===== src/core/dpscd_pkg.sv =====
// constants and types for the dual pot serial command decoder
package dpscd_pkg;

   // timing
   localparam int unsigned CLK_HZ           = 20_000_000;
   localparam int unsigned NV_WRITE_TIME_US = 5000;
   localparam int unsigned NV_WRITE_CYCLES  = NV_WRITE_TIME_US * (CLK_HZ / 1_000_000);

   // frame layout
   localparam logic [3:0] DEV_PREFIX = 4'h5;
   localparam logic [2:0] BIT_LAST   = 3'h7;
   localparam logic [2:0] BIT_FIRST  = 3'h0;

   // instruction opcodes, upper nibble of the instruction byte
   localparam logic [3:0] OP_RD_WIPER      = 4'h9;
   localparam logic [3:0] OP_WR_WIPER      = 4'hA;
   localparam logic [3:0] OP_RD_SLOT       = 4'hB;
   localparam logic [3:0] OP_WR_SLOT       = 4'hC;
   localparam logic [3:0] OP_SLOT_TO_WIPER = 4'hD;
   localparam logic [3:0] OP_WIPER_TO_SLOT = 4'hE;
   localparam logic [3:0] OP_GANG_LOAD     = 4'h1;
   localparam logic [3:0] OP_GANG_SAVE     = 4'h8;
   localparam logic [3:0] OP_STEP          = 4'h2;

   // positions and reset values
   localparam logic [5:0] POS_MIN       = 6'h00;
   localparam logic [5:0] POS_MAX       = 6'h3F;
   localparam logic [5:0] POS_STEP      = 6'h01;
   localparam logic [5:0] WIPER_RESET   = 6'h00;
   localparam logic [5:0] SETTING_RESET = 6'h00;
   localparam logic [1:0] SLOT_ZERO     = 2'h0;
   localparam logic [1:0] PAD_ZERO      = 2'h0;
   localparam int unsigned NUM_POTS     = 2;
   localparam int unsigned NUM_SLOTS    = 4;

   typedef enum logic [3:0] {
      ST_IDLE   = 4'h0,
      ST_ADDR   = 4'h1,
      ST_ACK    = 4'h3,
      ST_INSTR  = 4'h2,
      ST_WDATA  = 4'h6,
      ST_RDATA  = 4'h7,
      ST_MACK   = 4'h5,
      ST_STEP   = 4'h4,
      ST_IGNORE = 4'hC,
      ST_INIT   = 4'hD
   } dpscd_state_t;

   typedef struct packed {
      logic [3:0] op;
      logic       slot_select_high_bit;
      logic       slot_select_low_bit;
      logic       zero;
      logic       pot_select_bit;
   } dpscd_instr_t;

   typedef struct packed {
      logic [1:0]      pot_mask;
      logic [1:0]      slot;
      logic [1:0][5:0] value;
   } dpscd_nv_req_t;

endpackage


===== src/core/dpscd_core.sv =====
// serial command decoder for a dual 64-tap digital potentiometer
// Summary of operation
// - wiper read: prefix 0101, address, opcode 1001; device returns 00 plus six bits.
// - wiper write: opcode 1010, then data byte; device acknowledges each byte.
// - stored setting read: opcode 1011 with slot and pot; returns 00 plus value.
// - stored setting write: opcode 1100 with slot, pot, data byte; each byte acknowledged.
// - opcode 1101 copies selected stored setting into that pot's wiper.
// - opcode 1110 copies selected pot's wiper into the chosen stored slot.
// - opcode 0001 loads both wipers from their settings in the chosen slot.
// - opcode 1000 saves both wipers into their settings in the chosen slot.
// - opcode 0010 enters stepping; each received bit moves the wiper one step unless it is already at that end.
// - nonvolatile programming begins only after the frame's stop condition.
// - step bit high moves toward high end, low toward low end.
// - nonvolatile update completes within five milliseconds.
// - after power-up each wiper loads from its slot zero setting.
`timescale 1ns/1ns
module dpscd_core #(
   parameter int unsigned NV_WRITE_CYCLES = dpscd_pkg::NV_WRITE_CYCLES
) (
   // clock and reset
   input  wire logic            core_clk,
   input  wire logic            rst_b,
   // serial bus
   input  wire logic            scl,
   input  wire logic            sda_in,
   output logic                 sda_out,
   output logic                 sda_oe_b,
   // address straps
   input  wire logic            address_strap_bit3,
   input  wire logic            address_strap_bit2,
   input  wire logic            address_strap_bit1,
   input  wire logic            address_strap_bit0,
   // wiper positions and nonvolatile status
   output logic [1:0][5:0]      wiper_position_register,
   output logic                 nv_busy
);

   localparam int unsigned NV_CW = $clog2(NV_WRITE_CYCLES + 1);
   localparam logic [NV_CW-1:0] NV_LAST = NV_CW'(NV_WRITE_CYCLES - 1);

   ////////////////////////////////////////////////////////////////////////////
   // pin synchronisers and edge detection

   logic [5:0] pin_meta;
   logic [5:0] pin_sync;
   logic       scl_prev;
   logic       sda_prev;

   always_ff @(posedge core_clk)
   begin
      if (!rst_b)
      begin
         pin_meta <= 6'h3F;
         pin_sync <= 6'h3F;
         scl_prev <= 1'b1;
         sda_prev <= 1'b1;
      end
      else
      begin
         pin_meta <= {scl, sda_in, address_strap_bit3, address_strap_bit2,
                      address_strap_bit1, address_strap_bit0};
         pin_sync <= pin_meta;
         scl_prev <= pin_sync[5];
         sda_prev <= pin_sync[4];
      end
   end

   logic       scl_s;
   logic       sda_s;
   logic [3:0] strap;
   logic       scl_rise;
   logic       scl_fall;
   logic       frame_start;
   logic       frame_stop;

   assign scl_s       = pin_sync[5];
   assign sda_s       = pin_sync[4];
   assign strap       = pin_sync[3:0];
   assign scl_rise    = scl_s & ~scl_prev;
   assign scl_fall    = ~scl_s & scl_prev;
   assign frame_start = scl_s & scl_prev & sda_prev & ~sda_s;
   assign frame_stop  = scl_s & scl_prev & ~sda_prev & sda_s;

   ////////////////////////////////////////////////////////////////////////////
   // frame state machine

   dpscd_pkg::dpscd_state_t  state;
   dpscd_pkg::dpscd_state_t  ack_next;
   dpscd_pkg::dpscd_instr_t  instr;
   dpscd_pkg::dpscd_nv_req_t nv_req;
   logic                     ack_on;
   logic [2:0]               bit_cnt;
   logic [7:0]               shreg;
   logic [7:0]               tx;
   logic                     nv_pend;
   logic                     exec;
   logic [3:0]               exec_op;
   logic [1:0]               exec_slot;
   logic                     exec_pot;
   logic [5:0]               exec_data;
   logic                     step_up;
   logic                     step_dn;
   logic                     step_dir;
   logic [1:0][3:0][5:0]     setting;
   logic                     nv_commit;

   logic [7:0]               byte_in;
   dpscd_pkg::dpscd_instr_t  byte_instr;
   logic [1:0]               in_slot;
   logic                     in_pot;

   assign byte_in    = {shreg[6:0], sda_s};
   assign byte_instr = byte_in;
   assign in_slot    = {byte_instr.slot_select_high_bit, byte_instr.slot_select_low_bit};
   assign in_pot     = byte_instr.pot_select_bit;

   always_ff @(posedge core_clk)
   begin
      if (!rst_b)
      begin
         state     <= dpscd_pkg::ST_INIT;
         ack_next  <= dpscd_pkg::ST_IDLE;
         ack_on    <= 1'b0;
         bit_cnt   <= dpscd_pkg::BIT_FIRST;
         shreg     <= 8'h00;
         tx        <= 8'h00;
         instr     <= '0;
         nv_req    <= '0;
         nv_pend   <= 1'b0;
         exec      <= 1'b0;
         exec_op   <= 4'h0;
         exec_slot <= 2'h0;
         exec_pot  <= 1'b0;
         exec_data <= 6'h00;
         step_up   <= 1'b0;
         step_dn   <= 1'b0;
         step_dir  <= 1'b0;
         sda_out   <= 1'b1;
         sda_oe_b  <= 1'b1;
      end
      else
      begin
         exec    <= 1'b0;
         step_up <= 1'b0;
         step_dn <= 1'b0;
         if (frame_stop)
         begin
            state    <= dpscd_pkg::ST_IDLE;
            ack_on   <= 1'b0;
            nv_pend  <= 1'b0;
            sda_out  <= 1'b1;
            sda_oe_b <= 1'b1;
         end
         else if (frame_start)
         begin
            state    <= dpscd_pkg::ST_ADDR;
            bit_cnt  <= dpscd_pkg::BIT_FIRST;
            ack_on   <= 1'b0;
            nv_pend  <= 1'b0;
            sda_out  <= 1'b1;
            sda_oe_b <= 1'b1;
         end
         else
         begin
            case (state)
               dpscd_pkg::ST_INIT:
                  state <= dpscd_pkg::ST_IDLE;
               dpscd_pkg::ST_ADDR:
                  if (scl_rise)
                  begin
                     bit_cnt <= bit_cnt + 3'h1;
                     shreg   <= byte_in;
                     if (bit_cnt == dpscd_pkg::BIT_LAST)
                     begin
                        // busy programming: stay silent so the host polls
                        if (byte_in[7:4] == dpscd_pkg::DEV_PREFIX && byte_in[3:0] == strap
                            && !nv_busy)
                        begin
                           state    <= dpscd_pkg::ST_ACK;
                           ack_next <= dpscd_pkg::ST_INSTR;
                        end
                        else
                           state <= dpscd_pkg::ST_IGNORE;
                     end
                  end
               dpscd_pkg::ST_INSTR:
                  if (scl_rise)
                  begin
                     bit_cnt <= bit_cnt + 3'h1;
                     shreg   <= byte_in;
                     if (bit_cnt == dpscd_pkg::BIT_LAST)
                     begin
                        instr     <= byte_instr;
                        state     <= dpscd_pkg::ST_ACK;
                        exec_op   <= byte_instr.op;
                        exec_slot <= in_slot;
                        exec_pot  <= in_pot;
                        case (byte_instr.op)
                           dpscd_pkg::OP_RD_WIPER:
                           begin
                              ack_next <= dpscd_pkg::ST_RDATA;
                              tx <= {dpscd_pkg::PAD_ZERO, wiper_position_register[in_pot]};
                           end
                           dpscd_pkg::OP_RD_SLOT:
                           begin
                              ack_next <= dpscd_pkg::ST_RDATA;
                              tx <= {dpscd_pkg::PAD_ZERO, setting[in_pot][in_slot]};
                           end
                           dpscd_pkg::OP_WR_WIPER, dpscd_pkg::OP_WR_SLOT:
                              ack_next <= dpscd_pkg::ST_WDATA;
                           dpscd_pkg::OP_SLOT_TO_WIPER, dpscd_pkg::OP_GANG_LOAD:
                           begin
                              ack_next <= dpscd_pkg::ST_IGNORE;
                              exec     <= 1'b1;
                           end
                           dpscd_pkg::OP_WIPER_TO_SLOT:
                           begin
                              ack_next        <= dpscd_pkg::ST_IGNORE;
                              nv_pend         <= 1'b1;
                              nv_req.slot     <= in_slot;
                              nv_req.pot_mask <= in_pot ? 2'h2 : 2'h1;
                              nv_req.value    <= wiper_position_register;
                           end
                           dpscd_pkg::OP_GANG_SAVE:
                           begin
                              ack_next        <= dpscd_pkg::ST_IGNORE;
                              nv_pend         <= 1'b1;
                              nv_req.slot     <= in_slot;
                              nv_req.pot_mask <= 2'h3;
                              nv_req.value    <= wiper_position_register;
                           end
                           dpscd_pkg::OP_STEP:
                              ack_next <= dpscd_pkg::ST_STEP;
                           default:
                              state <= dpscd_pkg::ST_IGNORE;
                        endcase
                     end
                  end
               dpscd_pkg::ST_WDATA:
                  if (scl_rise)
                  begin
                     bit_cnt <= bit_cnt + 3'h1;
                     shreg   <= byte_in;
                     if (bit_cnt == dpscd_pkg::BIT_LAST)
                     begin
                        state     <= dpscd_pkg::ST_ACK;
                        ack_next  <= dpscd_pkg::ST_IGNORE;
                        exec_data <= byte_in[5:0];
                        if (instr.op == dpscd_pkg::OP_WR_WIPER)
                           exec <= 1'b1;
                        else
                        begin
                           nv_pend         <= 1'b1;
                           nv_req.slot     <= exec_slot;
                           nv_req.pot_mask <= exec_pot ? 2'h2 : 2'h1;
                           nv_req.value    <= {byte_in[5:0], byte_in[5:0]};
                        end
                     end
                  end
               dpscd_pkg::ST_ACK:
                  if (scl_fall)
                  begin
                     if (!ack_on)
                     begin
                        ack_on   <= 1'b1;
                        sda_out  <= 1'b0;
                        sda_oe_b <= 1'b0;
                     end
                     else
                     begin
                        ack_on <= 1'b0;
                        state  <= ack_next;
                        if (ack_next == dpscd_pkg::ST_RDATA)
                        begin
                           sda_out  <= tx[7];
                           sda_oe_b <= tx[7];
                           tx       <= {tx[6:0], 1'b0};
                        end
                        else
                        begin
                           sda_out  <= 1'b1;
                           sda_oe_b <= 1'b1;
                        end
                     end
                  end
               dpscd_pkg::ST_RDATA:
                  if (scl_rise)
                  begin
                     bit_cnt <= bit_cnt + 3'h1;
                     if (bit_cnt == dpscd_pkg::BIT_LAST)
                        state <= dpscd_pkg::ST_MACK;
                  end
                  else if (scl_fall)
                  begin
                     // open drain: a one is sent by letting go of the line
                     sda_out  <= tx[7];
                     sda_oe_b <= tx[7];
                     tx       <= {tx[6:0], 1'b0};
                  end
               dpscd_pkg::ST_MACK:
                  if (scl_fall)
                  begin
                     sda_out  <= 1'b1;
                     sda_oe_b <= 1'b1;
                     state    <= dpscd_pkg::ST_IGNORE;
                  end
               dpscd_pkg::ST_STEP:
                  // direction taken at the rise, step applied at the fall, so the
                  // rising clock of the closing stop never moves the wiper
                  if (scl_rise)
                     step_dir <= sda_s;
                  else if (scl_fall)
                  begin
                     step_up <= step_dir;
                     step_dn <= ~step_dir;
                  end
               dpscd_pkg::ST_IDLE, dpscd_pkg::ST_IGNORE:
                  state <= state;
               default:
                  state <= dpscd_pkg::ST_IDLE;
            endcase
         end
      end
   end

   ////////////////////////////////////////////////////////////////////////////
   // nonvolatile programming timer

   logic [NV_CW-1:0] nv_cnt;

   always_ff @(posedge core_clk)
   begin
      if (!rst_b)
      begin
         nv_busy   <= 1'b0;
         nv_cnt    <= '0;
         nv_commit <= 1'b0;
      end
      else
      begin
         nv_commit <= 1'b0;
         if (!nv_busy && frame_stop && nv_pend)
         begin
            nv_busy <= 1'b1;
            nv_cnt  <= '0;
         end
         else if (nv_busy)
         begin
            nv_cnt <= nv_cnt + NV_CW'(1);
            if (nv_cnt == NV_LAST)
            begin
               nv_busy   <= 1'b0;
               nv_commit <= 1'b1;
            end
         end
      end
   end

   ////////////////////////////////////////////////////////////////////////////
   // per-pot wiper and stored settings

   for (genvar p = 0; p < dpscd_pkg::NUM_POTS; p++)
   begin : g_pot
      localparam logic POT_ID = 1'(p);

      always_ff @(posedge core_clk)
      begin
         if (!rst_b)
            setting[p] <= {dpscd_pkg::NUM_SLOTS{dpscd_pkg::SETTING_RESET}};
         else if (nv_commit && nv_req.pot_mask[p])
            setting[p][nv_req.slot] <= nv_req.value[p];
      end

      always_ff @(posedge core_clk)
      begin
         if (!rst_b)
            wiper_position_register[p] <= dpscd_pkg::WIPER_RESET;
         else if (state == dpscd_pkg::ST_INIT)
            wiper_position_register[p] <= setting[p][dpscd_pkg::SLOT_ZERO];
         else if (exec)
         begin
            case (exec_op)
               dpscd_pkg::OP_WR_WIPER:
                  if (exec_pot == POT_ID)
                     wiper_position_register[p] <= exec_data;
               dpscd_pkg::OP_SLOT_TO_WIPER:
                  if (exec_pot == POT_ID)
                     wiper_position_register[p] <= setting[p][exec_slot];
               dpscd_pkg::OP_GANG_LOAD:
                  wiper_position_register[p] <= setting[p][exec_slot];
               default:
                  wiper_position_register[p] <= wiper_position_register[p];
            endcase
         end
         else if (instr.pot_select_bit == POT_ID)
         begin
            if (step_up && wiper_position_register[p] != dpscd_pkg::POS_MAX)
               wiper_position_register[p] <= wiper_position_register[p] + dpscd_pkg::POS_STEP;
            else if (step_dn && wiper_position_register[p] != dpscd_pkg::POS_MIN)
               wiper_position_register[p] <= wiper_position_register[p] - dpscd_pkg::POS_STEP;
         end
      end
   end

endmodule // dpscd_core


===== config.mk =====
export PLATFORM = sky130hd
export DESIGN_NAME = dpscd_core
export DESIGN_NICKNAME = d
export VERILOG_FILES = /design/src/core/dpscd_pkg.sv /design/src/core/dpscd_core.sv
export SDC_FILE = /design/constraint.sdc
export NUM_CORES = 1
export LEC_CHECK = 0
export BUFFER_PORTS_ARGS = -buffer_cell sky130_fd_sc_hd__buf_4
export CAP_MARGIN = 10
export CORE_MARGIN = 8
export CORE_UTILIZATION = 33
export CTS_CLUSTER_SIZE = 10
export DETAILED_ROUTE_END_ITERATION = 7
export HOLD_SLACK_MARGIN = 0.1
export PLACE_DENSITY = 0.5
export SYNTH_ARGS = -nofsm -noshare
export SYNTH_HDL_FRONTEND = slang
export SYNTH_SLANG_ARGS = --single-unit

===== constraint.sdc =====
create_clock -name core_clk -period 4.8 [get_ports core_clk]
set_input_delay 0.24 -clock core_clk [delete_from_list [all_inputs] [get_ports core_clk]]
set_output_delay 0.24 -clock core_clk [all_outputs]
set_load 0.005 [all_outputs]

# Yosys cells after proc, flatten, opt, wreduce, memory -nomap -nowiden

Index checks and enable logic that the tools add are counted.

$add $sub $neg: 6
Magnitude comparators: 5
Equal/unequal tests: 66
Muxes and demuxes: 102
Bitwise logic cells: 19
Reduce and logical (&&, ||, !) cells: 52

Operators with widths:

| kind                                                            | count |
|---|---|
| 6-bit two-way mux                                               | 20 |
| 4-bit two-way mux                                               | 22 |
| 16-bit two-way mux                                              | 5 |
| 16-bit one-hot mux with 2 select lines                          | 2 |
| 4-bit inequality test, second input constant                    | 15 |
| 8-bit two-way mux                                               | 7 |
| 24-bit bitwise mux                                              | 2 |
| 24-bit two-way mux                                              | 2 |
| 4-bit == test, second input constant                            | 11 |
| 6-bit binary-select mux with 2-bit select                       | 3 |
| 6-bit one-hot mux with 3 select lines                           | 2 |
| 2-bit inequality test, second input constant                    | 17 |
| 4-bit one-hot mux with 7 select lines                           | 1 |
| 5-bit AND reduction                                             | 5 |
| 4-bit by 3-bit == test with 1-bit output, second input constant | 6 |
| 8-bit one-hot mux with 3 select lines                           | 1 |
| 12-bit AND reduction                                            | 2 |
| 1-bit two-way mux                                               | 23 |
| 11-bit AND reduction                                            | 2 |
| 17-bit by 1-bit adder with 17-bit output, second input constant | 1 |
| 17-bit == test, second input constant                           | 1 |
| 4-bit one-hot mux with 4 select lines                           | 1 |
| 8-bit one-hot mux with 2 select lines                           | 1 |
| 6-bit by 1-bit adder with 6-bit output, second input constant   | 2 |
| other kinds (38)                                                | 96 |

Bits in registers: 155
Bits of input ports: 8
Output and inout bits: 15
Word-level logic and storage cells: 288

# Logic depth before layout (Yosys ltp)

Depth after elaboration: 9
Gate-level depth with buffers: 9
Gate-level depth less buffers: 8

# Worst setup path after synthesis

Ideal clock, no wire load.

Path kind: flip-flop to flip-flop
From: reg wiper_position_register[0] (netlist name)
To: reg wiper_position_register[5] (netlist name)
Library setup time: 0.125 ns
Data arrival time: 2.466 ns
Required time: 4.675 ns
Slack: 2.209 ns
Stages on the path, launching flop included: 9
Path buffers: 0
Clock period less this slack: 2.591 ns
Cell sequence: dfxtp_1 nand4_1 o21ai_0 ha_1 o21ai_0 o21a_1 or4b_2 nand3_1 o22ai_1

Longest elaborated chain between the ends: 6
Elaborated cells between the ends (all ways): 13
Those cells by class: add/sub: 2; eq/ne: 1; mux: 5; reduce/logical: 5

RTL lines:

| item                                                                                        | line                                 | source |
|---|---|---|
| start, declared                                                                             | dpscd_core.sv:34                     | `output logic [1:0][5:0] wiper_position_register,` |
| start signal, assigned by index                                                             | dpscd_core.sv:377                    | `wiper_position_register[p] <= dpscd_pkg::WIPER_RESET;` |
| start signal, assigned by index                                                             | dpscd_core.sv:379                    | `wiper_position_register[p] <= setting[p][dpscd_pkg::SLOT_ZERO];` |
| start signal, assigned by index                                                             | dpscd_core.sv:385                    | `wiper_position_register[p] <= exec_data;` |
| 6-bit by 1-bit subtractor with 6-bit output / 6-bit inequality test (equally long branches) | dpscd_core.sv:400, dpscd_core.sv:397 |  |
| 6-bit two-way mux / 1-bit logical AND (equally long branches)                               | dpscd_core.sv:399, dpscd_core.sv:397 |  |
| 6-bit two-way mux                                                                           | dpscd_core.sv:397                    | `if (step_up && wiper_position_register[p] != dpscd_pkg::POS_MAX)` |
| 6-bit two-way mux                                                                           | dpscd_core.sv:395                    | `else if (instr.pot_select_bit == POT_ID)` |
| 6-bit two-way mux                                                                           | dpscd_core.sv:380                    | `else if (exec)` |
| 6-bit two-way mux                                                                           | dpscd_core.sv:378                    | `else if (state == dpscd_pkg::ST_INIT)` |

Parallel ways exist; a longest one is shown, timed or not. The select of a mux whose other input is x is not followed.
A chain may end at the register's enable or synchronous reset.

# Worst setup path after layout

Ends and elaborated chain as after synthesis.

==> results_dict.tcl <==
set metrics [dict create \
    synth_fp_nets 922 \
    track_usage_pct 14.8 \
    viasPerCell 5.36 \
    cp-endpoint "wiper_position_register[5]$_SDFFE_PN0P_" \
    final.setup.tns_ns 0 \
    io_buffer_count 22 \
    ys_ff_latch 155 \
    dieArea_mm2 0.0298 \
    finalHoldViolations 0 \
    dp.final_hpwl_um 15600 \
    seq_area_mm2 0.00310 \
    root_buffer "clkbuf_16" \
    syn_to_final_growth_pct 12.6 \
    setup-violations-final 0 \
    num_rows 57 \
    hp-class "input pin to flip-flop" \
    layout_commonest_cell "dfxtp_1" \
    clk_latency_ns 0.43 \
    multiInputGateArea_mm2 0.00465 \
    hold_slack_ns 0.217 \
    slew_viol_final 0 \
    crit_cells 8 \
    crit_path_max_incr_delay_ns 0.66 \
    die_w_um 173 \
    numPlacedInstances 1195 \
    startpoint "wiper_position_register[0]$_SDFFE_PN0P_" \
    vdd_ir_drop_max_mv 0.217 \
    drtIter0Drc 488 \
    numCtsBuffers 17 \
    async_reset_ff_share_pct 0 \
    crit_path_top_delay_cell "or4b_2" \
    crit_type "flip-flop to flip-flop" \
    clk_path_buf_depth 2 \
    drive_gt1_share_pct 12.8 \
    final_cells 1233 \
    cp_cell_sequence "nand4_1 > o21ai_0 > ha_1 > o21ai_0 > o21a_1 > or4b_2 > nand3_1 > o22ai_1" \
    power_leakage_uw 0.00338 \
    grt_pass1_vias 6261 \
    fmax_mhz 337 \
    path_clk_slew_ns 0.07 \
    grt_max_degree 73 \
    first_pass_iters 5 \
    ios 23 \
    critPathLaunchType "flip-flop" \
    gp_congestion 0.826 \
    tightest_slew_ns 0.890 \
    synthCells 901 \
    seq_area_frac_synth_pct 38.4 \
    critPathRequiredTime_ns 5.11 \
    detail_route.wl_per_cell_um 17.8 \
    htreeDepth 4 \
    dpl_cell_area_mm2 0.00846 \
    nFillCells 2446 \
    hold_buffers 6 \
    yosys.cell_types.count 69 \
    crit_top_cell "o21ai_0" \
    cap_violations 0 \
    synth.cell_area_mm2 0.00808 \
    cp_max_fo 10 \
    grt_overflow 0 \
    cp_num_buf_inv 0 \
    critPathCaptureType "flip-flop" \
    grt_pass1_wl_um 35900 \
    cts_resized 0 \
    diodes 0 \
    drt_wl_total_um 21900 \
    slew_headroom_pct 40.6 \
    p_per_area_mw_per_mm2 425 \
    finalClockSkew_ns 0.00827 \
    start_util_pct 33.4 \
    synth.avg_cell_area_um2 8.97 \
    final_core_utilization_pct 37.6 \
    rsz0062_at_grt "no" \
    synth_edf_count 0 \
    vias 6603 \
    coreArea_mm2 0.0242 \
    cpLargestDelayFamily "compound AO/OA/AOI/OAI gates" \
    post-cts-setup-buffers 0 \
    outcome "completed" \
    r2r_cells 8 \
    post-route-period-util_pct 61.8 \
    cts_tree "done" \
    final_net_count 917 \
    crit_arrival_ns 3.28 \
    reg2reg_from "wiper_position_register[0]$_SDFFE_PN0P_" \
    yosys_warnings 0 \
    die_height_um 173 \
    antenna_left 0 \
    postLayoutCellArea_mm2 0.00910 \
    antenna_found_initial 0 \
    synthFlopType "dfxtp_1" \
    finalCriticalPeriod_ns 2.97 \
    worst-r2r-setup-slack_ns 1.83 \
    r2r_end "wiper_position_register[5]$_SDFFE_PN0P_" \
    cts.sinks 155 \
    drc_errors 0 \
    final_cell_mix "dfxtp_1, nor2_1, nand2_1, mux2i_1, a21oi_1" \
    hold_depth 2 \
]
==> logic make-up after synthesis <==
| group | share of synthesized area [%] |
|---|---|
| simple gates | 21.3 |
| buf+inv | 4.23 |
| compound gates | 13.8 |
| flops | 38.4 |
| fa+ha+maj | 2.32 |
| mux | 16.3 |
| xor+xnor | 3.68 |
==> synth_stat cells (5+ instances only) <==
library cell	number	area share, %
nor2_1	123	5.7
nor4b_1	5	0.54
nand4b_1	6	0.65
dfxtp_1	155	38
inv_1	13	0.60
mux2i_1	67	8.3
o221ai_1	10	1.1
xnor2_1	19	2.1
ha_1	11	1.7
mux4_2	24	6.7
xor2_1	15	1.6
nor2b_1	9	0.70
clkbuf_1	42	2.0
nand3_1	45	2.8
o21ai_0	29	1.8
nand4_1	14	1.1
a211oi_1	23	2.1
a21o_1	5	0.46
a31oi_1	7	0.54
o211ai_1	8	0.74
buf_2	12	0.74
nand2b_1	17	1.3
and2_1	10	0.77
nand2_1	72	3.3
mux2_2	8	1.1
o22ai_1	8	0.62
nor3_1	10	0.62
a21oi_1	56	3.5
a311oi_1	6	0.65
==> cell type report <==
cell class              count  area share (%)
clock buffers              17            4.67
clock inverters            15            1.68
inverters                  13           0.550
multi-input cells         669            51.1
flip-flops and latches    155            34.1
well taps                 324            4.45
repair buffers             40            3.46
==> per-stage QoR <==
stage,setup slack [ns],total power [µW]
floorplan,2.21,2240
CTS,1.86,3890
global placement,1.89,2550
detailed placement,1.88,2540
global route,1.50,4100
finish,1.83,3870
==> worst min path at each step <==
stage                     slack (ns)                     end                    from
after floorplan                 0.34  pin_meta[0]$_SDFF_PN1_      address_strap_bit0
after global placement          0.40  pin_sync[1]$_SDFF_PN1_  pin_meta[1]$_SDFF_PN1_
after detailed placement        0.40  pin_sync[1]$_SDFF_PN1_  pin_meta[1]$_SDFF_PN1_
after CTS                       0.20     scl_prev$_SDFF_PN1_                   rst_b
after global routing            0.23   sda_oe_b$_SDFFE_PP1P_                   rst_b
final                           0.22   sda_oe_b$_SDFFE_PP1P_                   rst_b
==> power breakdown <==
group / internal, µW / leakage (µW) / switching [µW]
logic: 450 / 0.00184 / 543
registers: 1350 / 0.00125 / 186
clock network: 733 / 0.000283 / 606
==> sequential cells by signal (all words and copies together) (netlist names), 6 cells and up <==
signal	cells
setting	48
nv_cnt	17
nv_req	16
wiper_position_register	12
tx	8
shreg	7
exec_data	6
pin_meta	6
pin_sync	6
==> layer usage <==
| metal | vias up | GRT usage, % | wire [µm] |
|---|---|---|---|
| met3 | 15 | 2.76 | 889 |
| met4 | 0 | 3.73 | 209 |
| met5 | - | 0 | 0 |
| met2 | 155 | 23.1 | 9940 |
| li1 | 3259 | - | - |
| met1 | 3174 | 20.7 | 10900 |
(Power assumes the default switching activity.)
